==> src/btb_pkg.sv <==
`default_nettype none
package btb_pkg;
   // ----------------------------------------------------------------
   // Widths
   // ----------------------------------------------------------------
   localparam int PC_W = 17;
   localparam int ADDR_W = 16;

   // ----------------------------------------------------------------
   // Instruction lengths and cycle counts
   // ----------------------------------------------------------------
   localparam logic [2:0] LEN_SHORT = 3'h3;
   localparam logic [2:0] LEN_MID = 3'h4;
   localparam logic [2:0] LEN_JUMP = 3'h2;
   localparam logic [1:0] CYC_SHORT = 2'h2;
   localparam logic [1:0] CYC_MID = 2'h3;
   localparam logic [1:0] CYC_JUMP = 2'h2;

   // ----------------------------------------------------------------
   // Opcode fields
   // ----------------------------------------------------------------
   localparam logic [4:0] PAT_LOW_PAGE = 5'h01;  // First byte 08H..0FH
   localparam logic [4:0] PAT_FE_PAGE = 5'h03;   // First byte 18H..1FH
   localparam logic [7:0] PAGE_FE = 8'hfe;
   localparam logic [7:0] PAGE_LOW = 8'h00;
   localparam logic [7:0] OP_MID = 8'he7;
   localparam logic [7:0] OP_CLEAR = 8'ha7;
   localparam logic [2:0] PAT_JUMP_HI = 3'h3;    // Bits 7..5 of 68H..7FH
   localparam int BIT_LSB = 0;                   // Bit select in short opcode
   localparam int MID_BIT_LSB = 5;               // Bit select in mid third byte
   localparam int MID_HI_W = 5;                  // Upper address bits 12..8

   // ----------------------------------------------------------------
   // Reset PC and sequencer count values
   // ----------------------------------------------------------------
   localparam logic [PC_W-1:0] PC_RST = 17'h00000;
   localparam logic [1:0] CNT_FIRST = 2'h1;
   localparam logic [1:0] CNT_DATA = 2'h2;

   typedef enum logic [1:0] {OPK_NONE, OPK_BIT, OPK_CLEAR, OPK_JUMP} btb_op_e;
   typedef enum logic {ST_IDLE, ST_EXEC} btb_state_e;
endpackage : btb_pkg
`default_nettype wire

==> src/btb_dec_if.sv <==
`default_nettype none
interface btb_dec_if;
   logic [31:0] instr;
   btb_pkg::btb_op_e op;
   logic [2:0] len;
   logic [1:0] cyc;
   logic [btb_pkg::ADDR_W-1:0] addr;
   logic [2:0] bit_sel;
   logic [btb_pkg::PC_W-1:0] offset;
   modport dec (input instr, output op, len, cyc, addr, bit_sel, offset);
   modport exe (output instr, input op, len, cyc, addr, bit_sel, offset);
endinterface : btb_dec_if
`default_nettype wire

==> src/btb_decoder.sv <==
`default_nettype none
module btb_decoder (
   btb_dec_if.dec dif
);
   logic [7:0] b0;
   logic [7:0] b1;
   logic [7:0] b2;
   assign b0 = dif.instr[7:0];
   assign b1 = dif.instr[15:8];
   assign b2 = dif.instr[23:16];

   always_comb begin
      dif.op = btb_pkg::OPK_NONE;
      dif.len = btb_pkg::LEN_SHORT;
      dif.cyc = btb_pkg::CYC_SHORT;
      dif.addr = '0;
      dif.bit_sel = b0[btb_pkg::BIT_LSB +: 3];
      // Offsets are signed so backward branches work
      dif.offset = {{(btb_pkg::PC_W-8){b2[7]}}, b2};
      if (b0[7:3] == btb_pkg::PAT_LOW_PAGE || b0[7:3] == btb_pkg::PAT_FE_PAGE) begin
         // Short form: one page, the page chosen by opcode bit 4
         dif.op = btb_pkg::OPK_BIT;
         dif.addr = {(b0[4] ? btb_pkg::PAGE_FE : btb_pkg::PAGE_LOW), b1};
      end else if (b0 == btb_pkg::OP_MID || b0 == btb_pkg::OP_CLEAR) begin
         dif.op = (b0 == btb_pkg::OP_CLEAR) ? btb_pkg::OPK_CLEAR : btb_pkg::OPK_BIT;
         dif.len = btb_pkg::LEN_MID;
         dif.cyc = btb_pkg::CYC_MID;
         dif.bit_sel = b2[btb_pkg::MID_BIT_LSB +: 3];
         dif.addr = {3'h0, b2[btb_pkg::MID_HI_W-1:0], b1};
         dif.offset = {{(btb_pkg::PC_W-8){dif.instr[31]}}, dif.instr[31:24]};
      end else if (b0[7:5] == btb_pkg::PAT_JUMP_HI && b0[3]) begin
         dif.op = btb_pkg::OPK_JUMP;
         dif.len = btb_pkg::LEN_JUMP;
         dif.cyc = btb_pkg::CYC_JUMP;
         dif.offset = {{(btb_pkg::PC_W-12){b0[4]}}, b0[4], b0[2:0], b1};
      end
   end
endmodule : btb_decoder
`default_nettype wire

==> src/btb_exec.sv <==
// Summary of operation
// - Set bit branches PC+length+offset, else PC+length
// - Three-bit field picks tested bit
// - Short form 3 bytes/2 cycles; mid 4/3
// - Short opcode is bit merged with 08H/18H
// - E7H, address low, bit+address high, offset
// - Mid form always 4 bytes, 3 cycles
// - Mid forms address 13-bit data memory
// - A7H clears set bit, then branches
// - Jump is 2 bytes, 12-bit split offset
// - Jump loads PC+2+offset unconditionally
`default_nettype none
module btb_exec (
   input wire logic ref_clk,
   input wire logic srst,
   input wire logic instr_valid,
   output logic instr_ready,
   input wire logic [31:0] instr_word,
   input wire logic [btb_pkg::PC_W-1:0] instr_pc,
   output logic mem_rd,
   output logic mem_wr,
   output logic [btb_pkg::ADDR_W-1:0] mem_addr,
   input wire logic [7:0] mem_rdata,
   output logic [7:0] mem_wdata,
   output logic done,
   output logic taken,
   output logic bad_opcode,
   output logic [btb_pkg::PC_W-1:0] next_pc
);
   // ----------------------------------------------------------------
   // Decode
   // ----------------------------------------------------------------
   btb_dec_if dif ();
   assign dif.instr = instr_word;
   btb_decoder u_dec (
      .dif (dif)
   );

   // ----------------------------------------------------------------
   // Sequencer state
   // ----------------------------------------------------------------
   btb_pkg::btb_state_e state, next_state;
   btb_pkg::btb_op_e op, next_op;
   logic [1:0] cnt, next_cnt;
   logic [1:0] cyc_tot, next_cyc_tot;
   logic [2:0] len, next_len;
   logic [2:0] bit_sel, next_bit_sel;
   logic [btb_pkg::PC_W-1:0] off, next_off;
   logic [btb_pkg::PC_W-1:0] start_pc, next_start_pc;
   logic [btb_pkg::ADDR_W-1:0] next_mem_addr;
   logic [7:0] held, next_held;
   logic [7:0] next_mem_wdata;
   logic next_done, next_taken, next_bad_opcode;
   logic [btb_pkg::PC_W-1:0] next_next_pc;
   logic bit_val;
   logic accept;

   assign instr_ready = (state == btb_pkg::ST_IDLE);
   assign accept = instr_valid && instr_ready;
   assign mem_rd = (state == btb_pkg::ST_EXEC) && (cnt == btb_pkg::CNT_FIRST)
                   && (op != btb_pkg::OPK_JUMP);
   // Write back only on the last cycle, and only if the bit was found set
   assign mem_wr = (state == btb_pkg::ST_EXEC) && (cnt == btb_pkg::CYC_MID)
                   && (op == btb_pkg::OPK_CLEAR) && held[bit_sel];

   // Two-cycle bit tests use the byte as it arrives (a jump tests nothing); three-cycle forms use the copy
   always_comb begin
      if (op == btb_pkg::OPK_JUMP) begin
         bit_val = 1'b1;
      end else if (cnt == btb_pkg::CNT_DATA) begin
         bit_val = mem_rdata[bit_sel];
      end else begin
         bit_val = held[bit_sel];
      end
   end

   always_comb begin
      next_state = state;
      next_op = op;
      next_cnt = cnt;
      next_cyc_tot = cyc_tot;
      next_len = len;
      next_bit_sel = bit_sel;
      next_off = off;
      next_start_pc = start_pc;
      next_mem_addr = mem_addr;
      next_held = held;
      next_mem_wdata = mem_wdata;
      next_done = 1'b0;
      next_taken = taken;
      next_bad_opcode = 1'b0;
      next_next_pc = next_pc;
      unique case (state)
         btb_pkg::ST_IDLE: begin
            if (accept) begin
               if (dif.op == btb_pkg::OPK_NONE) begin
                  // Not ours: answer at once and leave the PC alone
                  next_bad_opcode = 1'b1;
                  next_done = 1'b1;
                  next_taken = 1'b0;
                  next_next_pc = instr_pc;
               end else begin
                  next_state = btb_pkg::ST_EXEC;
                  next_op = dif.op;
                  next_cnt = btb_pkg::CNT_FIRST;
                  next_cyc_tot = dif.cyc;
                  next_len = dif.len;
                  next_bit_sel = dif.bit_sel;
                  next_off = dif.offset;
                  next_start_pc = instr_pc;
                  next_mem_addr = dif.addr;
               end
            end
         end
         btb_pkg::ST_EXEC: begin
            next_cnt = cnt + 2'h1;
            if (cnt == btb_pkg::CNT_DATA) begin
               next_held = mem_rdata;
               next_mem_wdata = mem_rdata & ~(8'h01 << bit_sel);
            end
            if (cnt == cyc_tot) begin
               next_state = btb_pkg::ST_IDLE;
               next_done = 1'b1;
               next_taken = bit_val;
               // Offset is already sign-extended, so the sum wraps correctly
               next_next_pc = start_pc + {{(btb_pkg::PC_W-3){1'b0}}, len}
                              + (bit_val ? off : '0);
            end
         end
      endcase
   end

   always_ff @(posedge ref_clk) begin
      if (srst) begin
         state <= btb_pkg::ST_IDLE;
         op <= btb_pkg::OPK_NONE;
         cnt <= '0;
         cyc_tot <= btb_pkg::CYC_SHORT;
         len <= '0;
         bit_sel <= '0;
         off <= '0;
         start_pc <= btb_pkg::PC_RST;
         mem_addr <= '0;
         held <= '0;
         mem_wdata <= '0;
         done <= 1'b0;
         taken <= 1'b0;
         bad_opcode <= 1'b0;
         next_pc <= btb_pkg::PC_RST;
      end else begin
         state <= next_state;
         op <= next_op;
         cnt <= next_cnt;
         cyc_tot <= next_cyc_tot;
         len <= next_len;
         bit_sel <= next_bit_sel;
         off <= next_off;
         start_pc <= next_start_pc;
         mem_addr <= next_mem_addr;
         held <= next_held;
         mem_wdata <= next_mem_wdata;
         done <= next_done;
         taken <= next_taken;
         bad_opcode <= next_bad_opcode;
         next_pc <= next_next_pc;
      end
   end
endmodule : btb_exec
`default_nettype wire

==> config.mk <==
export PLATFORM = sky130hd
export DESIGN_NAME = btb_exec
export DESIGN_NICKNAME = d
export VERILOG_FILES = /design/src/btb_pkg.sv /design/src/btb_dec_if.sv /design/src/btb_decoder.sv /design/src/btb_exec.sv
export SDC_FILE = /design/constraint.sdc
export NUM_CORES = 1
export LEC_CHECK = 0
export BUFFER_PORTS_ARGS = -buffer_cell sky130_fd_sc_hd__buf_2
export CAP_MARGIN = 10
export CELL_PAD_IN_SITES_DETAIL_PLACEMENT = 1
export CELL_PAD_IN_SITES_GLOBAL_PLACEMENT = 1
export CORE_MARGIN = 10
export CORE_UTILIZATION = 37
export CTS_BUF_LIST = sky130_fd_sc_hd__clkbuf_4 sky130_fd_sc_hd__clkbuf_8
export DETAILED_ROUTE_END_ITERATION = 7
export PLACE_DENSITY_LB_ADDON = 0.1
export SKIP_LAST_GASP = 1
export SLEW_MARGIN = 20
export SYNTH_ARGS = -nofsm -noshare
export SYNTH_HDL_FRONTEND = slang
export SYNTH_SLANG_ARGS = --single-unit
==> constraint.sdc <==
create_clock -name ref_clk -period 4.23 [get_ports ref_clk]
set_input_delay 0.2115 -clock ref_clk [delete_from_list [all_inputs] [get_ports ref_clk]]
set_output_delay 0.2115 -clock ref_clk [all_outputs]
set_load 0.1 [all_outputs]
==> impl_summary.md, run 1 <==
Synth
The flop and latch count out of synthesis is 90. The per-instance average area after synthesis is approximately 8.1 um2. For this run, the register share of the synthesized area comes to 0.376. The cell area that synthesis handed to floorplanning was about 0.0048 mm2. The synthesis warning total is 0.

The share of flip-flops with an asynchronous set or reset is 0. The most used flip-flop cell after synthesis is sky130_fd_sc_hd__dfxtp_1. The synthesized instance count is 590. In this run, synthesis inferred 0 flip-flops with an integrated enable. After synthesis, the netlist uses around 50 different library cells. The number of nets in the synthesized netlist is about 700.

Pwr
In this run the power density over the cells is 307 mW/mm2. The worst-case IR drop observed on VDD is around 150 uV. The analysis attributes to cell leakage a power of ~0.0024 uW.

Floorplanning
The die area is roughly 0.018 mm2. The vertical die dimension is 134 um. The starting utilization of the core area is 0.379. The number of ports placed on the die boundary is 107. The width of the die is 134 um. The floorplan has 41 rows. In this run the standard cell core region covers 0.0127 mm2.

Min path
The worst hold path begins at instr_pc[7]. The class of the most critical hold timing path is in -> reg. The hold path endpoint is start_pc[7]. The hold-critical path depth is 3.

Critical path
The worst setup path is launched from a flip-flop. The worst register-to-register path begins at bit_sel[1]. The worst-path cell with the longest stage delay is sky130_fd_sc_hd__mux4_2. The worst-path maximum fanout is 9.

The critical path arrival is 4310 ps. The class of the most critical setup path is reg -> reg. The worst register-to-register path ends at next_pc[11]. The cell type group with the largest total delay on the critical path is compound AO/OA/AOI/OAI gates. The endpoint kind of the worst setup timing path is a flip-flop.

The biggest cell delay along the critical path is ~530 ps. The critical path goes through mux4_2 -> mux2i_2 -> a22oi_1 -> buf_4 -> and2_1 -> fa_1 -> fa_1 -> a211oi_2 -> o21bai_1 -> buf_4 -> a221oi_1 -> xnor2_1 -> nand2_1 -> a211oi_1. The register-to-register setup slack is roughly 220 ps. Measured in cells, the most critical reg-to-reg path has a length of 14.

For the worst setup path, the data required time is 4530 ps. Together, buffers and inverters on the worst path number 2.

Cells and area
The filler cells instantiated in the layout total 1,611. Leaving out filler cells and counting taps, the final layout contains 874. Summing all multi-input logic gate instances after layout gives 0.00283 mm2. The synthesis-to-layout area growth is 21.8%. The sequential cells in the finished layout cover a total of approximately 0.0018 mm2. The repair_antennas step left the layout with diodes totalling 0.

The net count of the finished layout is 793. In the final layout, the share of cells above drive strength 1 is 0.236. The fraction of the core area covered by cells at the end of the flow is 0.461. After routing the design area is 0.00584 mm2.

CTS
For this design, the sink count on the clock tree is 90. The clock-pin slew reported for the worst setup and hold paths after clock tree synthesis is 90 ps. The largest buffer count on any clock path is 2. The depth of the CTS H-tree is 3. The clock buffer count from CTS is 9.

The cell sitting at the root of the clock tree is a sky130_fd_sc_hd__clkbuf_8. The later pin in the worst-skew pair is clocked with a latency of 390 ps. TritonCTS built the clock tree.

Place
In this run the tool buffered the top-level ports with 106 buffer cells. After detailed placement, the design holds a cell count of 859. The placed wire-length estimate after detailed placement is ~12,000 um. The placement-stage cell area is approximately 0.0056 mm2. The congestion estimate from routability-driven global placement came to between 0.9 and 1.

STA
Setup repair after global routing could not meet its margin everywhere. Final hold analysis gives a worst-case slack of 73.5 ps. On the final layout, the worst clock skew is 11.1 ps.

At the pin with the least slew margin, the transition time is 837 ps. The number of pins with negative max-slew slack in the final report came to 0. The headroom to the max-slew limit is 0.441. The ratio of final minimum period to clock period is 0.948. The final critical-path required period is 4010 ps. The final hold violation count is 0. The setup-violating endpoint count in the final report is 0. The maximum clock rate is 0.249 GHz.

GRT
The global router's overall resource usage is 0.179. The wire length of the first global-routing pass is 26,400 um. The via count of the first global-routing pass is 5,166. The leftover overflow at the end of global routing is 0. The initial antenna violation count is 0. The largest net degree at the start of global routing is between 60 and 70.

Routing
The number of nets with antenna violations after detailed routing is 0. Before antenna repair, the detailed router went through 4 iterations. The number of remaining DRC errors is 0.

The starting DRC count in detailed routing is 233. The final route contains 4,629 vias. The number of vias per cell is 5.30. Wires add up to 15,800 um. The detail-routed net length per standard cell is 18.1 um.

Run status
The flow ran to the end, and the final reports show no timing, DRC or antenna violations.

Flow run
Across the run, the number of max-cap violations was 0.
[per-layer routing]
layer,global-route usage,wire length [um],share of wire
met3,0.0388,709,0.045
met1,0.210,7010,0.44
met2,0.314,7860,0.50
met4,0.0629,243,0.015
met5,0,0,0
[cell families after synthesis]
logic type      synth area share
xor+xnor                  0.0219
fa+ha+maj                 0.0975
mux                       0.0394
simple gates               0.196
buf+inv                   0.0462
flops                      0.376
compound gates             0.224
[registers in the layout, indices dropped and copies added (netlist names)]
| signal | count |
|---|---|
| bit_sel | 3 |
| len | 2 |
| op | 2 |
| start_pc | 17 |
| state | 1 |
| cnt | 2 |
| taken | 1 |
| mem_addr | 14 |
| cyc_tot | 1 |
| mem_wdata | 8 |
| next_pc | 17 |
| bad_opcode | 1 |
| held | 8 |
| done | 1 |
| off | 12 |
[worst register-to-register path, stage by stage, from the launching register on]
cell and delay [ps]:
sky130_fd_sc_hd__dfxtp_4 420, sky130_fd_sc_hd__mux4_2 530, sky130_fd_sc_hd__mux2i_2 210, sky130_fd_sc_hd__a22oi_1 150
sky130_fd_sc_hd__buf_4 180, sky130_fd_sc_hd__and2_1 160, sky130_fd_sc_hd__fa_1 490, sky130_fd_sc_hd__fa_1 470
sky130_fd_sc_hd__a211oi_2 230, sky130_fd_sc_hd__o21bai_1 140, sky130_fd_sc_hd__buf_4 170, sky130_fd_sc_hd__a221oi_1 350
sky130_fd_sc_hd__xnor2_1 170, sky130_fd_sc_hd__nand2_1 70, sky130_fd_sc_hd__a211oi_1 200
[Yosys cell counts, drive strengths merged (6+ instances only)]
library cell  count  share of area
a211oi           30          0.047
a21oi            80          0.083
a221oi            6          0.012
a22oi             9          0.014
and2             11          0.014
buf               8          0.010
clkbuf           29          0.023
dfxtp            90           0.38
ha               31          0.081
inv              17          0.013
mux2i            11          0.023
nand2           106          0.083
nand3            26          0.027
nor2             47          0.037
nor3              8         0.0083
o21ai            11          0.011
xnor2            10          0.018
[placed cells by master, fill, tap and decap left out, types with 17 or more instances in the layout]
cell	n
sky130_fd_sc_hd__nand3_1	26
sky130_fd_sc_hd__a211oi_1	29
sky130_fd_sc_hd__nor2_1	47
sky130_fd_sc_hd__a21oi_1	80
sky130_fd_sc_hd__buf_4	27
sky130_fd_sc_hd__nand2_1	106
sky130_fd_sc_hd__inv_1	17
sky130_fd_sc_hd__ha_1	31
sky130_fd_sc_hd__dfxtp_1	89
sky130_fd_sc_hd__buf_2	106
[stage by stage]
step	power [uW]	TNS, ps	worst slack, ps
global placement	1250	0	10.7
detailed placement	1260	-240	-83.9
finish	1800	0	218
global route	1880	-13.3	-13.3
floorplan	1150	0	93.0
CTS	1820	0	23.9
[power by group]
part	internal, uW	total (uW)	leakage, uW	switching [uW]
clock	233	557	0.0000848	324
combinational	88.3	344	0.00161	255
sequential	876	895	0.000732	18.5
total	1200	1800	0.00242	598
[worst max path at each step]
stage / from / endpoint / slack, ps / cells past startpoint
finish: bit_sel[1] / next_pc[11] / 220 / 14
global route: bit_sel[1] / next_pc[9] / -10 / 13
CTS: bit_sel[1] / next_pc[15] / 20 / 14
detailed placement: bit_sel[1] / next_pc[15] / -80 / 14
global placement: bit_sel[1] / next_pc[9] / 10 / 13
floorplan: bit_sel[2] / next_pc[9] / 90 / 15
[layout make-up]
| cell class | instances | share of cell area |
|---|---|---|
| Sequential cell | 90 | 0.309 |
| Clock inverter | 4 | 0.00492 |
| Clock buffer | 11 | 0.0248 |
| Tap cell | 172 | 0.0368 |
| Timing Repair Buffer | 134 | 0.129 |
| Inverter | 17 | 0.0109 |
| Multi-Input combinational cell | 446 | 0.485 |
[what timing repair did]
item | 4_1_cts | 5_1_grt
resized for setup | 1 | 9
gates cloned | 0 | 0
setup endpoints to repair | 5 | 10
hold buffers | 0 | 0
setup buffers | 0 | 0
No activity file was read; power rests on OpenSTA's default activity.
==> run 2: changes to the inputs <==
Settings changed: CORE_ASPECT_RATIO set to 1.2, CORE_UTILIZATION 37 to 38, SYNTH_HIERARCHICAL set to 1.
==> impl_summary.md, run 2 <==
Cells and area
The final layout net count is 846. The area growth from synthesis to layout is 16.8%. The number of diodes is 0. The most frequent standard cell in the layout excluding fill and tap cells is sky130_fd_sc_hd__nand2_1.

In the final layout, the registers with the most flip-flops are next_pc x17, off x17, start_pc x17. In the final layout, the share of cells above drive strength 1 is 0.216. In the layout the commonest cells are sky130_fd_sc_hd__nand2_1 (167), sky130_fd_sc_hd__buf_2 (106), sky130_fd_sc_hd__dfxtp_1 (98), sky130_fd_sc_hd__a21oi_1 (96), sky130_fd_sc_hd__and2_1 (35).

The fraction of the core area covered by cells at the end of the flow is 0.454.

Critical path
The data required time at the worst endpoint is around 4500 ps. The worst setup path is captured at a flip-flop. The largest individual stage delay along the critical path comes from the cell sky130_fd_sc_hd__mux4_2. The worst setup path is launched from a flip-flop. In this design, the stage delay of the slowest critical-path cell is 510 ps. At the worst endpoint, the arrival time is between 4000 and 5000 ps. The critical path goes through mux4_2 -> nand2b_4 -> o211ai_2 -> o211ai_4 -> and2_1 -> fa_1 -> ha_1 -> fa_1 -> a21oi_2 -> o211ai_1 -> a21oi_2 -> o21ai_1 -> a41oi_2 -> xor2_1 -> o22ai_1. The class of the most critical setup path is reg -> reg. In this run the worst path has a maximum fanout of 9.

Synth
Of the post-synthesis cell area, the dominant cell type holds 0.367. By instance count, the leading cell after synthesis is sky130_fd_sc_hd__nand2_1. The most used flip-flop cell after synthesis is sky130_fd_sc_hd__dfxtp_1. Averaged over all synthesized cells, the footprint is roughly 8.0 um2. Yosys mapped a number of flops with a built-in enable equal to 0. The synthesized design contains 99 register bits. After synthesis, the share of cell area in mux cells is 0.0355. The compound-gate portion of the synthesized area came to 0.203. By area the synthesized netlist is led by sky130_fd_sc_hd__dfxtp_1 (37%), sky130_fd_sc_hd__nand2_1 (12%), sky130_fd_sc_hd__a21oi_1 (9.2%), sky130_fd_sc_hd__ha_1 (7.2%), sky130_fd_sc_hd__and2_1 (4.1%).

The commonest cells after synthesis are sky130_fd_sc_hd__nand2_1 (167), sky130_fd_sc_hd__a21oi_1 (99), sky130_fd_sc_hd__dfxtp_1 (99). Yosys printed 6 warnings. The adder and majority cell fraction of the synthesized area is 0.0867. The simple-gate area share of the yosys netlist is 0.226. The count of different cell masters after synthesis is between 60 and 70. The synthesized netlist net count is roughly 770.

The synthesized instance count is ~670. After synthesis, the largest family of logic cells by area is simple AND/OR/NAND/NOR gates. Of the total synthesized cell area, the portion taken by XOR and XNOR cells is 0.0227. For this run, the register share of the synthesized area comes to 0.367. After synthesis, the share of flip-flops with an asynchronous set or reset is 0.

The cell type with the largest total area after synthesis is sky130_fd_sc_hd__dfxtp_1. The synthesized cell area is 0.00540 mm2.

Pwr
Of the total power, registers draw 0.466. The part of the total power dissipated in the clock network is 0.359. The leakage component of the power is approximately 0.0027 uW. Of the total power, combinational logic draws 0.175. The completed layout was analyzed and its total power is roughly 2100 uW. The internal power component is between 1000 and 1500 uW. Dividing total power by cell area gives a power density of 336 mW/mm2. The fraction of power spent switching nets is 0.301. The analysis attributes to net switching a power of around 640 uW.

The peak ir drop on the vdd network is 151 uV.

STA
Setup repair after global routing could not meet its margin everywhere. The final critical-path required period is 3990 ps. The ratio of final minimum period to clock period is 0.942. Headroom to the max-slew limit came out at 0.356. The setup-violating endpoint count in the final report is 0. The transition time at the pin with the least slew margin is between 900 and 1000 ps. The final hold violation count came to 0. The final worst-path setup slack is 244 ps.

Setup total negative slack on the finished layout was measured at 0 ps. The clock arrives with 13.5 ps of skew. The number of pins with negative max-slew slack in the final report came to 0. The maximum clock rate is around 0.25 GHz.

CTS
For this design, the sink count on the clock tree is 99. Clock-pin slew was measured on the worst setup and hold paths at 100 ps. The number of hold buffers added after CTS was 0. The largest buffer count on any clock path is 2. The clock root buffer is sky130_fd_sc_hd__clkbuf_8. Clock latency on the worst-skew pair, taken at its later pin, is 380 ps. The clock buffer count from CTS is 9. The depth of the CTS H-tree is 3.

The CTS tree is done.

GRT
The first global-routing pass estimated 27,000 um of wire. The initial antenna violation count came to 0. The largest net degree at the start of global routing is about 80. The via count of the first global-routing pass is 5,275. Summed over all layers, the global routing overflow is 0. The global router's overall resource usage is 0.172.

Place
Routability-driven placement finished with a final weighted congestion of 0.852. The port buffer count is 106. Prior to clock tree synthesis, the placed netlist has a worst setup slack of -206 ps.

After legalization and detailed placement, the total HPWL measured 12,800 um.

Min path
The min-delay analysis places its worst path in the category in -> reg.

Flow run
The max-cap check violation count is 0.

Routing
The detail-routed net length per standard cell is 17.9 um. For this run, design rule violations remaining after detail routing come to 0. The number of vias per cell is between 5 and 6. The pre-antenna-repair detailed-routing pass consisted of 4 iterations. Across all layers, the routed design uses 4,956 vias. The total routed wirelength is around 17,000 um. For this block, the initial DRC count from the detailed router was 170.

The number of nets with antenna violations after detailed routing is 0.

Floorplanning
The placeable core region is 0.0139 mm2. The vertical die dimension is around 150 um. Row generation in the floorplan step produced 47 rows. The width of the die is 129 um. For this configuration, the core starts out at a cell density of 0.389.

The die area is around 0.019 mm2. The number of ports placed on the die boundary is 107.

Run status
The run finished with clean final reports.
run 2: stage by stage:
stage	cells	cell area (um2)	hold WS, ps
after CTS	926	6260	50.8
final	927	6300	74.8
after global placement	910	6010	439
after detailed placement	910	6010	448
after floorplan	672	5400	347
after global routing	927	6300	67.6
run 2: area by class of cell:
cell class | count | area (um2)
Clock inverter | 4 | 98.8
Multi-Input combinational cell | 509 | 3150
Inverter | 10 | 37.5
Tap cell | 171 | 214
Sequential cell | 99 | 1990
Clock buffer | 12 | 146
Fill cell | 1707 | 7570
Timing Repair Buffer | 122 | 676
run 2: worst max-delay path, delay by kind of cell (launching register included):
kind            cells  cell delay [ps]
fa+ha+maj           3             1110
flops               1              420
xor+xnor            1              200
compound gates      8             1280
mux                 1              510
simple gates        2              330
run 2: per-layer routing:
layer	share of wire	wire [um]	vias to the layer above	GRT usage
met5	0	0	-	0
met1	0.43	7210	2383	0.201
met2	0.49	8160	104	0.299
li1	-	-	2454	-
met3	0.063	1040	15	0.0450
met4	0.014	225	0	0.0575
run 2: what timing repair did:
action | CTS | global route
pin swaps | 1 | 1
setup endpoints to repair | 3 | 5
setup buffers | 0 | 1
resized for setup | 3 | 6
run 2: cell families after synthesis:
group	after synthesis
AO/OA/AOI/OAI	176
XOR/XNOR	14
adder cells (fa/ha/maj)	35
buffers and inverters	64
flip-flops	99
multiplexers	16
other	1
AND/OR/NAND/NOR	267
run 2: path summary, 6_finish.rpt:
kind	to	from	slack, ps	cells past startpoint
min reg2reg	next_pc[3]	next_pc[3]	460	2
max	next_pc[15]	bit_sel[1]	240	15
min	start_pc[6]	instr_pc[6]	70	3
max reg2reg	next_pc[15]	bit_sel[1]	240	15
run 2: power by group through the flow:
stage                     clock (uW)  combinational [uW]  sequential, uW
after floorplan                    0                 154            1130
after global placement             0                 367            1010
after detailed placement           0                 373            1010
final                            760                 371             987
after CTS                        782                 374             988
after global routing             811                 401             992
